--- src/rtl/tps_pkg.sv ---
// Purpose: Shared types and reset values of the TAP path sequencer.
// Assumes: Targets follow the standard sixteen-state TAP controller.
// Notes:   Enumerations carry no fixed codes; the state field is four bits wide.
package tps_pkg;

  // ----------------------------------------------------------------------
  // TAP controller states
  // ----------------------------------------------------------------------
  typedef enum logic [3:0] {
    TAP_RESET,
    TAP_IDLE,
    TAP_SEL_DR,
    TAP_CAP_DR,
    TAP_SHIFT_DR,
    TAP_EXIT1_DR,
    TAP_PAUSE_DR,
    TAP_EXIT2_DR,
    TAP_UPD_DR,
    TAP_SEL_IR,
    TAP_CAP_IR,
    TAP_SHIFT_IR,
    TAP_EXIT1_IR,
    TAP_PAUSE_IR,
    TAP_EXIT2_IR,
    TAP_UPD_IR
  } tps_tap_t;

  // ----------------------------------------------------------------------
  // Requested end states
  // ----------------------------------------------------------------------
  typedef enum logic [2:0] {
    END_RESET,
    END_IDLE,
    END_SHIFT_DR,
    END_PAUSE_DR,
    END_SHIFT_IR,
    END_PAUSE_IR
  } tps_end_t;

  localparam int       TAP_STATE_W    = 4;
  localparam tps_tap_t TAP_STATE_RST  = TAP_RESET;
  localparam logic     TMS_RST        = 1'b1;
  localparam tps_end_t END_RST        = END_RESET;

endpackage

--- src/rtl/tps_step_if.sv ---
// Purpose: Carries one TAP step from the sequencer to the state tracker.
// Assumes: Both ends run on the same system clock.
// Notes:   The step pulse marks a rising test-clock edge seen by the targets.
`timescale 1ns/100ps
interface tps_step_if;
  import tps_pkg::*;
  logic     step;
  logic     tms;
  tps_tap_t state;
  modport src (output step, output tms, input state);
  modport trk (input step, input tms, output state);
endinterface

--- src/rtl/tps_sequencer.sv ---
// Purpose: Drives TMS to walk the target TAP controllers to a requested end state.
// Assumes: The test clock is sampled by the system clock, more than six times slower.
// Notes:   TMS changes after a falling test-clock edge, targets sample on the rising one.
`timescale 1ns/100ps
module tps_sequencer
  import tps_pkg::*;
(
  input  wire logic                   clock,
  input  wire logic                   rst_n,
  input  wire logic                   tck,
  input  wire logic                   cmd_valid,
  input  wire tps_end_t               cmd_end,
  input  wire logic                   gated_mode,
  input  wire logic                   buf_stall,
  output logic                        cmd_ready,
  output logic                        cmd_done,
  output logic                        buf_parked,
  output logic                        tms,
  output logic [TAP_STATE_W-1:0]      tap_state_field
);

  // ----------------------------------------------------------------------
  // Test clock sampling
  // ----------------------------------------------------------------------
  logic tck_s1_q;
  logic tck_s2_q;
  logic tck_s3_q;
  logic tck_rise;
  logic tck_fall;

  // The first stage feeds only the second; edges come from later stages.
  always_ff @(posedge clock) begin
    if (!rst_n) begin
      tck_s1_q <= 1'b0;
      tck_s2_q <= 1'b0;
      tck_s3_q <= 1'b0;
    end else begin
      tck_s1_q <= tck;
      tck_s2_q <= tck_s1_q;
      tck_s3_q <= tck_s2_q;
    end
  end

  assign tck_rise = tck_s2_q & ~tck_s3_q;
  assign tck_fall = ~tck_s2_q & tck_s3_q;

  // ----------------------------------------------------------------------
  // State tracker
  // ----------------------------------------------------------------------
  tps_step_if stp ();
  logic     tms_q;
  tps_tap_t cur;

  assign stp.step = tck_rise;
  assign stp.tms  = tms_q;
  assign cur      = stp.state;

  tps_tap_track u_track (
    .clock (clock),
    .rst_n (rst_n),
    .stp   (stp)
  );

  // ----------------------------------------------------------------------
  // Path selection
  // ----------------------------------------------------------------------
  function automatic tps_tap_t end_to_tap(input tps_end_t e);
    case (e)
      END_RESET:    end_to_tap = TAP_RESET;
      END_IDLE:     end_to_tap = TAP_IDLE;
      END_SHIFT_DR: end_to_tap = TAP_SHIFT_DR;
      END_PAUSE_DR: end_to_tap = TAP_PAUSE_DR;
      END_SHIFT_IR: end_to_tap = TAP_SHIFT_IR;
      END_PAUSE_IR: end_to_tap = TAP_PAUSE_IR;
      default:      end_to_tap = TAP_RESET;
    endcase
  endfunction

  // Next TMS on the shortest path, but a pause state asked for again loops through Update; pause states always leave first.
  function automatic logic tms_toward(input tps_tap_t s, input tps_tap_t t);
    logic v;
    v = 1'b1;
    case (t)
      TAP_RESET: v = 1'b1;
      TAP_IDLE:
        v = !(s == TAP_IDLE || s == TAP_RESET || s == TAP_UPD_DR || s == TAP_UPD_IR);
      TAP_SHIFT_DR:
        v = !(s == TAP_SHIFT_DR || s == TAP_EXIT2_DR || s == TAP_CAP_DR ||
              s == TAP_SEL_DR || s == TAP_EXIT1_DR || s == TAP_RESET);
      TAP_PAUSE_DR:
        v = !(s == TAP_SEL_DR || s == TAP_EXIT1_DR || s == TAP_RESET);
      TAP_SHIFT_IR:
        v = !(s == TAP_SHIFT_IR || s == TAP_EXIT2_IR || s == TAP_CAP_IR ||
              s == TAP_SEL_IR || s == TAP_EXIT1_IR || s == TAP_RESET);
      TAP_PAUSE_IR:
        v = !(s == TAP_SEL_IR || s == TAP_EXIT1_IR || s == TAP_RESET);
      default: v = 1'b1;
    endcase
    return v;
  endfunction

  // ----------------------------------------------------------------------
  // Sequence control
  // ----------------------------------------------------------------------
  logic     busy_q;
  logic     moved_q;
  logic     parked_q;
  logic     done_q;
  logic     drove_q;
  logic     host_q;
  tps_tap_t target_q;
  logic     arrived;
  logic     start_cmd;
  logic     start_park;
  logic     start_resume;
  logic     in_shift;

  assign arrived   = moved_q && (cur == target_q);
  assign in_shift  = (cur == TAP_SHIFT_DR) || (cur == TAP_SHIFT_IR);
  assign start_cmd = cmd_valid && !busy_q && !parked_q;

  // park only with a free clock
  assign start_park   = !busy_q && !cmd_valid && !parked_q && buf_stall &&
                        !gated_mode && in_shift;
  assign start_resume = !busy_q && parked_q && !buf_stall;

  always_ff @(posedge clock) begin
    if (!rst_n) begin
      busy_q   <= 1'b0;
      target_q <= TAP_STATE_RST;
    end else if (start_cmd) begin
      busy_q   <= 1'b1;
      target_q <= end_to_tap(cmd_end);
    end else if (start_park) begin
      busy_q   <= 1'b1;
      target_q <= (cur == TAP_SHIFT_DR) ? TAP_PAUSE_DR : TAP_PAUSE_IR;
    end else if (start_resume) begin
      busy_q   <= 1'b1;
      target_q <= (target_q == TAP_PAUSE_DR) ? TAP_SHIFT_DR : TAP_SHIFT_IR;
    end else if (busy_q && arrived && tck_fall) begin
      busy_q   <= 1'b0;
    end
  end

  always_ff @(posedge clock) begin
    if (!rst_n) begin
      parked_q <= 1'b0;
    end else if (start_park) begin
      parked_q <= 1'b1;
    end else if (start_resume) begin
      parked_q <= 1'b0;
    end
  end

  // first value driven
  // A rising edge before the first driven value still carries the old looping level,
  // so it must not set moved_q, or a same-state scan would end at once.
  always_ff @(posedge clock) begin
    if (!rst_n) begin
      drove_q <= 1'b0;
    end else if (start_cmd || start_park || start_resume) begin
      drove_q <= 1'b0;
    end else if (busy_q && tck_fall) begin
      drove_q <= 1'b1;
    end
  end

  always_ff @(posedge clock) begin
    if (!rst_n) begin
      host_q <= 1'b0;
    end else if (start_cmd) begin
      host_q <= 1'b1;
    end else if (start_park || start_resume) begin
      host_q <= 1'b0;
    end
  end

  always_ff @(posedge clock) begin
    if (!rst_n) begin
      moved_q <= 1'b0;
    end else if (start_cmd || start_park || start_resume) begin
      moved_q <= 1'b0;
    end else if (busy_q && drove_q && tck_rise) begin
      moved_q <= 1'b1;
    end
  end

  always_ff @(posedge clock) begin
    if (!rst_n) begin
      tms_q <= TMS_RST;
    end else if (tck_fall) begin
      if (busy_q && !arrived) begin
        tms_q <= tms_toward(cur, target_q);
      end else begin
        tms_q <= (cur == TAP_RESET);
      end
    end
  end

  // A command ends one falling edge after arrival, so TMS is already settled.
  always_ff @(posedge clock) begin
    if (!rst_n) begin
      done_q <= 1'b0;
    end else begin
      done_q <= busy_q && arrived && tck_fall && host_q;
    end
  end

  // ----------------------------------------------------------------------
  // Outputs
  // ----------------------------------------------------------------------
  logic ready_q;
  logic [TAP_STATE_W-1:0] field_q;

  always_ff @(posedge clock) begin
    if (!rst_n) begin
      ready_q <= 1'b0;
      field_q <= TAP_STATE_RST;
    end else begin
      ready_q <= !busy_q && !parked_q && !start_cmd && !start_park && !start_resume;
      field_q <= stp.state;
    end
  end

  assign cmd_ready       = ready_q;
  assign cmd_done        = done_q;
  assign buf_parked      = parked_q;
  assign tms             = tms_q;
  assign tap_state_field = field_q;

endmodule // tps_sequencer

--- src/rtl/tps_tap_track.sv ---
// Purpose: Copy of the target TAP controller state, advanced on each step.
// Assumes: A step is given exactly when the targets sample TMS.
// Notes:   The state is a register, so it may be driven straight to a pin.
`timescale 1ns/100ps
module tps_tap_track
  import tps_pkg::*;
(
  input  wire logic clock,
  input  wire logic rst_n,
  tps_step_if.trk   stp
);

  tps_tap_t state_q;
  tps_tap_t state_d;

  // ----------------------------------------------------------------------
  // Standard TAP next state
  // ----------------------------------------------------------------------
  always_comb begin
    state_d = state_q;
    case (state_q)
      TAP_RESET:    state_d = stp.tms ? TAP_RESET    : TAP_IDLE;
      TAP_IDLE:     state_d = stp.tms ? TAP_SEL_DR   : TAP_IDLE;
      TAP_SEL_DR:   state_d = stp.tms ? TAP_SEL_IR   : TAP_CAP_DR;
      TAP_CAP_DR:   state_d = stp.tms ? TAP_EXIT1_DR : TAP_SHIFT_DR;
      TAP_SHIFT_DR: state_d = stp.tms ? TAP_EXIT1_DR : TAP_SHIFT_DR;
      TAP_EXIT1_DR: state_d = stp.tms ? TAP_UPD_DR   : TAP_PAUSE_DR;
      TAP_PAUSE_DR: state_d = stp.tms ? TAP_EXIT2_DR : TAP_PAUSE_DR;
      TAP_EXIT2_DR: state_d = stp.tms ? TAP_UPD_DR   : TAP_SHIFT_DR;
      TAP_UPD_DR:   state_d = stp.tms ? TAP_SEL_DR   : TAP_IDLE;
      TAP_SEL_IR:   state_d = stp.tms ? TAP_RESET    : TAP_CAP_IR;
      TAP_CAP_IR:   state_d = stp.tms ? TAP_EXIT1_IR : TAP_SHIFT_IR;
      TAP_SHIFT_IR: state_d = stp.tms ? TAP_EXIT1_IR : TAP_SHIFT_IR;
      TAP_EXIT1_IR: state_d = stp.tms ? TAP_UPD_IR   : TAP_PAUSE_IR;
      TAP_PAUSE_IR: state_d = stp.tms ? TAP_EXIT2_IR : TAP_PAUSE_IR;
      TAP_EXIT2_IR: state_d = stp.tms ? TAP_UPD_IR   : TAP_SHIFT_IR;
      TAP_UPD_IR:   state_d = stp.tms ? TAP_SEL_DR   : TAP_IDLE;
      default:      state_d = TAP_RESET;
    endcase
  end

  always_ff @(posedge clock) begin
    if (!rst_n) begin
      state_q <= TAP_STATE_RST;
    end else if (stp.step) begin
      state_q <= state_d;
    end
  end

  assign stp.state = state_q;

endmodule // tps_tap_track

--- config.mk ---
export PLATFORM = sky130hd
export DESIGN_NAME = tps_sequencer
export DESIGN_NICKNAME = d
export VERILOG_FILES = /design/src/rtl/tps_pkg.sv /design/src/rtl/tps_step_if.sv /design/src/rtl/tps_sequencer.sv /design/src/rtl/tps_tap_track.sv
export SDC_FILE = /design/constraint.sdc
export NUM_CORES = 1
export LEC_CHECK = 0
export ABC_AREA = 1
export BUFFER_PORTS_ARGS = -buffer_cell sky130_fd_sc_hd__buf_2
export CORE_UTILIZATION = 30
export DETAILED_ROUTE_END_ITERATION = 7
export HOLD_SLACK_MARGIN = 0.12
export SYNTH_ARGS = -nofsm -noshare
export SYNTH_HDL_FRONTEND = slang
export SYNTH_SLANG_ARGS = --single-unit
--- constraint.sdc ---
create_clock -name clock -period 1.3 [get_ports clock]
set_input_delay 0.26 -clock clock [delete_from_list [all_inputs] [get_ports clock]]
set_output_delay 0.26 -clock clock [all_outputs]
set_load 0.05 [all_outputs]
Word-level counts from Yosys, hierarchy flattened
Cells that the tools add are included.

cells by class
  equality and inequality tests = 26
  multiplexer cells = 29
  bitwise logic cells = 5
  reduce and logical (&&, ||, !) cells = 65

operators with widths
  kind                number
  $pmux 4 s12         1
  $eq 4x4->1 const B  10
  $mux 4              9
  $eq 4x3->1 const B  6
  $logic_and 1x1->1   21
  $logic_or 1x1->1    21
  $pmux 4 s5          1
  $logic_not 1->1     14
  $mux 1              12
  $eq 4x1->1 const B  2
  $eq 4x2->1 const B  2
  $eq 3x2->1 const B  2
  $eq 3x3->1 const B  2
  $mux 2              3
  $mux 3              2
  $reduce_or 2->1     3
  $pmux 1 s5          1
  $eq 4x4->1          1
  $logic_not 4->1     1
  $reduce_bool 2->1   2
  $reduce_bool 4->1   1
  $eq 3x1->1 const B  1
  $not 1->1           3
  $reduce_bool 3->1   1
  other kinds (2)     3

word-level totals
  bits in registers = 23
  output and inout port bits = 8
  word-level logic and storage cells = 139

Logic depth before layout (Yosys ltp)
  depth in word-level cells = 9
  depth in mapped cells = 12
  depth with buffers taken out = 11

Hierarchy
Synthesis repeated with hierarchy kept, for this count alone.

second synthesis, totals
  cell total of the unflattened synthesis = 239
  area total of the unflattened synthesis = 1466.4 µm²

by module, submodules not included
  module         times used  cells each  area each (µm²)  seq. area each (µm²)
  tps_sequencer  1           172         1091.0           380.4
  tps_tap_track  1           67          375.4            80.1

Worst setup path after synthesis
Ideal clock, no wire load.

  path type = register to register
  start point = reg parked_q, in the netlist buf_parked
  end point = reg target_q[2]
  library setup time = 0.116 ns
  data arrival time = 1.368 ns
  slack = -0.184 ns
  cell stages (with the launch flop) = 11
  path buffers = 0
  period minus slack after synthesis = 1.484 ns
  cells stage by stage = dfxtp_1 -> nor2_2 -> nand2_2 -> nor3_4 -> nand2_4 -> nand2_4 -> inv_2 -> nand2_2 -> nand2_1 -> nor2_1 -> nor2_1

between the ends
  word-level cells in the longest chain between the ends = 7

ends and longest elaborated chain
  item                             RTL line                                    text
  start: declaration               tps_sequencer.sv:107                        logic parked_q;
  start signal: assignment         tps_sequencer.sv:147                        parked_q <= 1'b0;
  start signal: assignment         tps_sequencer.sv:149                        parked_q <= 1'b1;
  start signal: assignment         tps_sequencer.sv:151                        parked_q <= 1'b0;
  $logic_not 1->1                  tps_sequencer.sv:120, tps_sequencer.sv:123
  $logic_and 1x1->1 (3 in series)  tps_sequencer.sv:123                        assign start_park = !busy_q && !cmd_valid && !parked_q && buf_stall &&
  $logic_and 1x1->1                tps_sequencer.sv:124                        !gated_mode && in_shift;
  $mux 4                           tps_sequencer.sv:134                        end else if (start_park) begin
  $mux 4                           tps_sequencer.sv:131                        end else if (start_cmd) begin
  end signal: assignment           tps_sequencer.sv:133                        target_q <= end_to_tap(cmd_end);
  end signal: assignment           tps_sequencer.sv:136                        target_q <= (cur == TAP_SHIFT_DR) ? TAP_PAUSE_DR : TAP_PAUSE_IR;
  end signal: assignment           tps_sequencer.sv:139                        target_q <= (target_q == TAP_PAUSE_DR) ? TAP_SHIFT_DR : TAP_SHIFT_IR;
  end: declaration                 tps_sequencer.sv:111                        tps_tap_t target_q;

Parallel ways exist; a longest one is shown, timed or not.
A chain may end at the register's enable or synchronous reset.

Final worst setup path
  start point = reg u_track.state_q[2], in the netlist u_track.stp.state[2]
  end point = reg target_q[2]

between the ends
  word-level cells in the longest chain between the ends = 5

ends and longest elaborated chain
  item                                             RTL line              text
  start: declaration                               tps_tap_track.sv:13   tps_tap_t state_q;
  start signal: assignment                         tps_tap_track.sv:46   state_q <= state_d;
  $eq 4x3->1 / $eq 4x4->1 (equally long branches)  tps_sequencer.sv:119  assign in_shift = (cur == TAP_SHIFT_DR) || (cur == TAP_SHIFT_IR);
  $logic_or 1x1->1 (*)                             tps_sequencer.sv:119
  $logic_and 1x1->1 (*)                            tps_sequencer.sv:124
  $mux 4                                           tps_sequencer.sv:134
  $mux 4                                           tps_sequencer.sv:131

Mark *: on every way between the ends. The rest lies on a longest branch, timed or not.

==> impl_metrics.toml <==
[outcome]
status = "finished, violations left"
failed_checks = "setup timing"

[logic_synthesis]
synth-seq-area-share_pct = 30.7
synth_async_sr_flop_share_pct = 0
synth_most_common_cell = "nand2_1"
syn_nets = 238
netlist_top_cells_area = "dfxtp_1, nand2_1, inv_1"
ys.flop_type = "dfxtp_1"
ys_types = 30
synth_cells = 226
ys_warn_count = 0
synth_top_cell_by_area = "dfxtp_1"
syn_area_sq_mm = 0.00150
ys_top_cells_by_count = "nand2_1, inv_1, nor2_1"
synth_edf_count = 0
synth_top_cell_area_share_pct = 30.7
avgSynthCellArea_sq_um = 6.64
ys_seq_elements = 23

[placed_design]
dp_slack_ns = -0.239
portBuffers = 16
hpwl_mm = 2.94
dpl.cell_count = 337
place_congestion = 0.887

[floorplan]
dieArea_sq_mm = 0.00529
dieHeight_um = 72.7
core_sq_mm = 0.00475
die_w_um = 72.7
fp-row-count = 25
initial_utilization_pct = 31.6
ios = 17

[clock_network]
clkSinkCount = 23
cts_hold_buf = 0
cts-root-buf = "clkbuf_8"
clock_path_buffers = 2
clk_pin_slew_worst_paths_ns = 0.08
cts_htree_levels = 1
clk_latency_ns = 0.27
cts_buffers = 3
cts_tree = "yes"

[critical_path]
cp_top_family = "simple AND/OR/NAND/NOR gates"
slowest_delay_ns = 0.35
critPathKind = "register to register"
path_buf_inv = 3
critPathLaunchType = "register"
worstPathArrival_ns = 1.56
path_max_fanout = 6
end_kind = "register"
crit_chain = "buf_12 -> inv_4 -> nor2_8 -> nand2_4 -> nand2_4 -> nand2_4 -> nand2_4 -> inv_4 -> nand2_4 -> nand2_1 -> nor2_1 -> nor2_1"
r2r_setup_slack_ns = -0.1
path_common_cell = "nand2_4"
cp_data_required_time_ns = 1.46
cp_slowest_cell = "dfxtp_2"

[timing]
grt_setup_unrepaired = "yes"
finalHoldViolations = 0
tightest_slew_ns = 0.277
min_period_over_period_pct = 108
setup_viol = 12
skew_ns = 0.00227
setup_slack_ns = -0.0986
fmax_ghz = 0.715
min_period_ns = 1.40
slew_headroom_pct = 81.4
slew_violations = 0

[route]
wl_met1_mm = 1.89
wl_mm = 3.90
via_count = 1599
wl_met3_um = 85
highest_layer = "met4"
dr.pass1.iters = 4
viasPerCell = 4.58
wire_per_inst_um = 11.2
detail_route.iter0.violations = 47
met2_length_mm = 1.81
drc = 0
antenna_left = 0

[final_layout]
multi_input_area_sq_um = 938
nets = 295
antennaDiodeCount = 0
seq_area_sq_um = 477
layoutNonFillerInstCount = 349
num-fill-cells = 495
drive_gt1_share_pct = 41.1
syn2layout_area_growth_pct = 42.8

[global_route]
overflow = 0
grt_first_pass_wirelength_mm = 6.43
antenna_found_initial = 0
track_usage_pct = 16.0
grt_max_degree = 13
grt_pass1_vias = 1487

[flow_run]
drv_cap = 0

[power_and_ir_drop]
power_density_mw_per_mm2 = 682
ir_drop_mv = 0.573
p_leak_nw = 1.03

[worst_hold_path]
hold_class = "input pin to register"
-- state kept, by name, summed over array words and instances (netlist names) --
name	cells
tap_state_field	4
target_q	4
u_track.stp.state	4
buf_parked	1
busy_q	1
cmd_done	1
cmd_ready	1
drove_q	1
host_q	1
moved_q	1
tck_s1_q	1
tck_s2_q	1
tck_s3_q	1
tms	1
-- final cells by class --
class	count	area share (%)
multi-input cells	159	43.8
flip-flops and latches	23	22.3
well taps	67	3.91
inverters	37	6.72
repair buffers	59	21.2
clock buffers	4	2.10
-- kinds of logic (layout without fill, tap and decap cells) --
| group | count (synthesis) | in the layout | share of synthesized area (%) |
|---|---|---|---|
| xor+xnor | 1 | 1 | 0.584 |
| fa+ha+maj | 3 | 3 | 2.50 |
| compound gates | 38 | 38 | 14.0 |
| buf+inv | 44 | 100 | 13.4 |
| simple gates | 117 | 117 | 38.8 |
| flops | 23 | 23 | 30.7 |
-- routing by layer --
layer  global-route usage (%)  vias up
met5                        0        -
met4                     8.71        0
met3                     2.76        8
met2                     25.9       26
met1                     20.2      728
li1                         -      837
-- final timing paths --
path                        startpoint          end  cells after the start
setup / recovery  u_track.stp.state[2]  target_q[2]                     12
hold / removal                     tck     tck_s1_q                      3
setup reg to reg  u_track.stp.state[2]  target_q[2]                     12
hold reg to reg               tck_s1_q     tck_s2_q                      2
-- stage by stage --
step	util (%)	hold WS, ns	TNS (ns)	cell area [sq um]	power, W
floorplan	-	0.358	-0.0297	1510	0.000904
global placement	39.8	0.405	-1.86	1890	0.000990
detailed placement	39.8	0.402	-1.93	1890	0.000991
CTS	43.2	0.166	-0.486	2060	0.00146
global route	45.1	0.190	-1.62	2140	0.00153
finish	45.1	0.169	-0.564	2140	0.00146
-- placed cells by master (no fill, tap or decap), drive strengths merged --
cell,instances
dfxtp,23
nand4,8
ha,3
xnor2,1
nand2,61
o2111ai,1
nor2,30
o21ai,20
o211ai,1
clkbuf,4
nand3b,1
nand2b,1
a31oi,1
inv,37
nor3,5
buf,59
nand3,11
a21oi,13
o22ai,1
a32oi,1
-- worst reg2reg max path: stages, from the launching register on --
cell and delay, ns:
dfxtp_2 0.35, buf_12 0.13, inv_4 0.05, nor2_8 0.12, nand2_4 0.07, nand2_4 0.09
nand2_4 0.08, nand2_4 0.10, inv_4 0.05, nand2_4 0.06, nand2_1 0.05, nor2_1 0.09
nor2_1 0.06
-- report_power, final --
group	switching (W)	total (W)	internal, W
registers	0.0000188	0.000741	0.000722
clock network	0.000236	0.000455	0.000219
logic	0.000156	0.000265	0.000109
-- what timing repair did --
action	CTS	global route
setup endpoints to repair	16	15
gates resized for setup	31	21
pin swaps	5	13
setup buffers	6	2
Power figures use the tool's default switching activity.
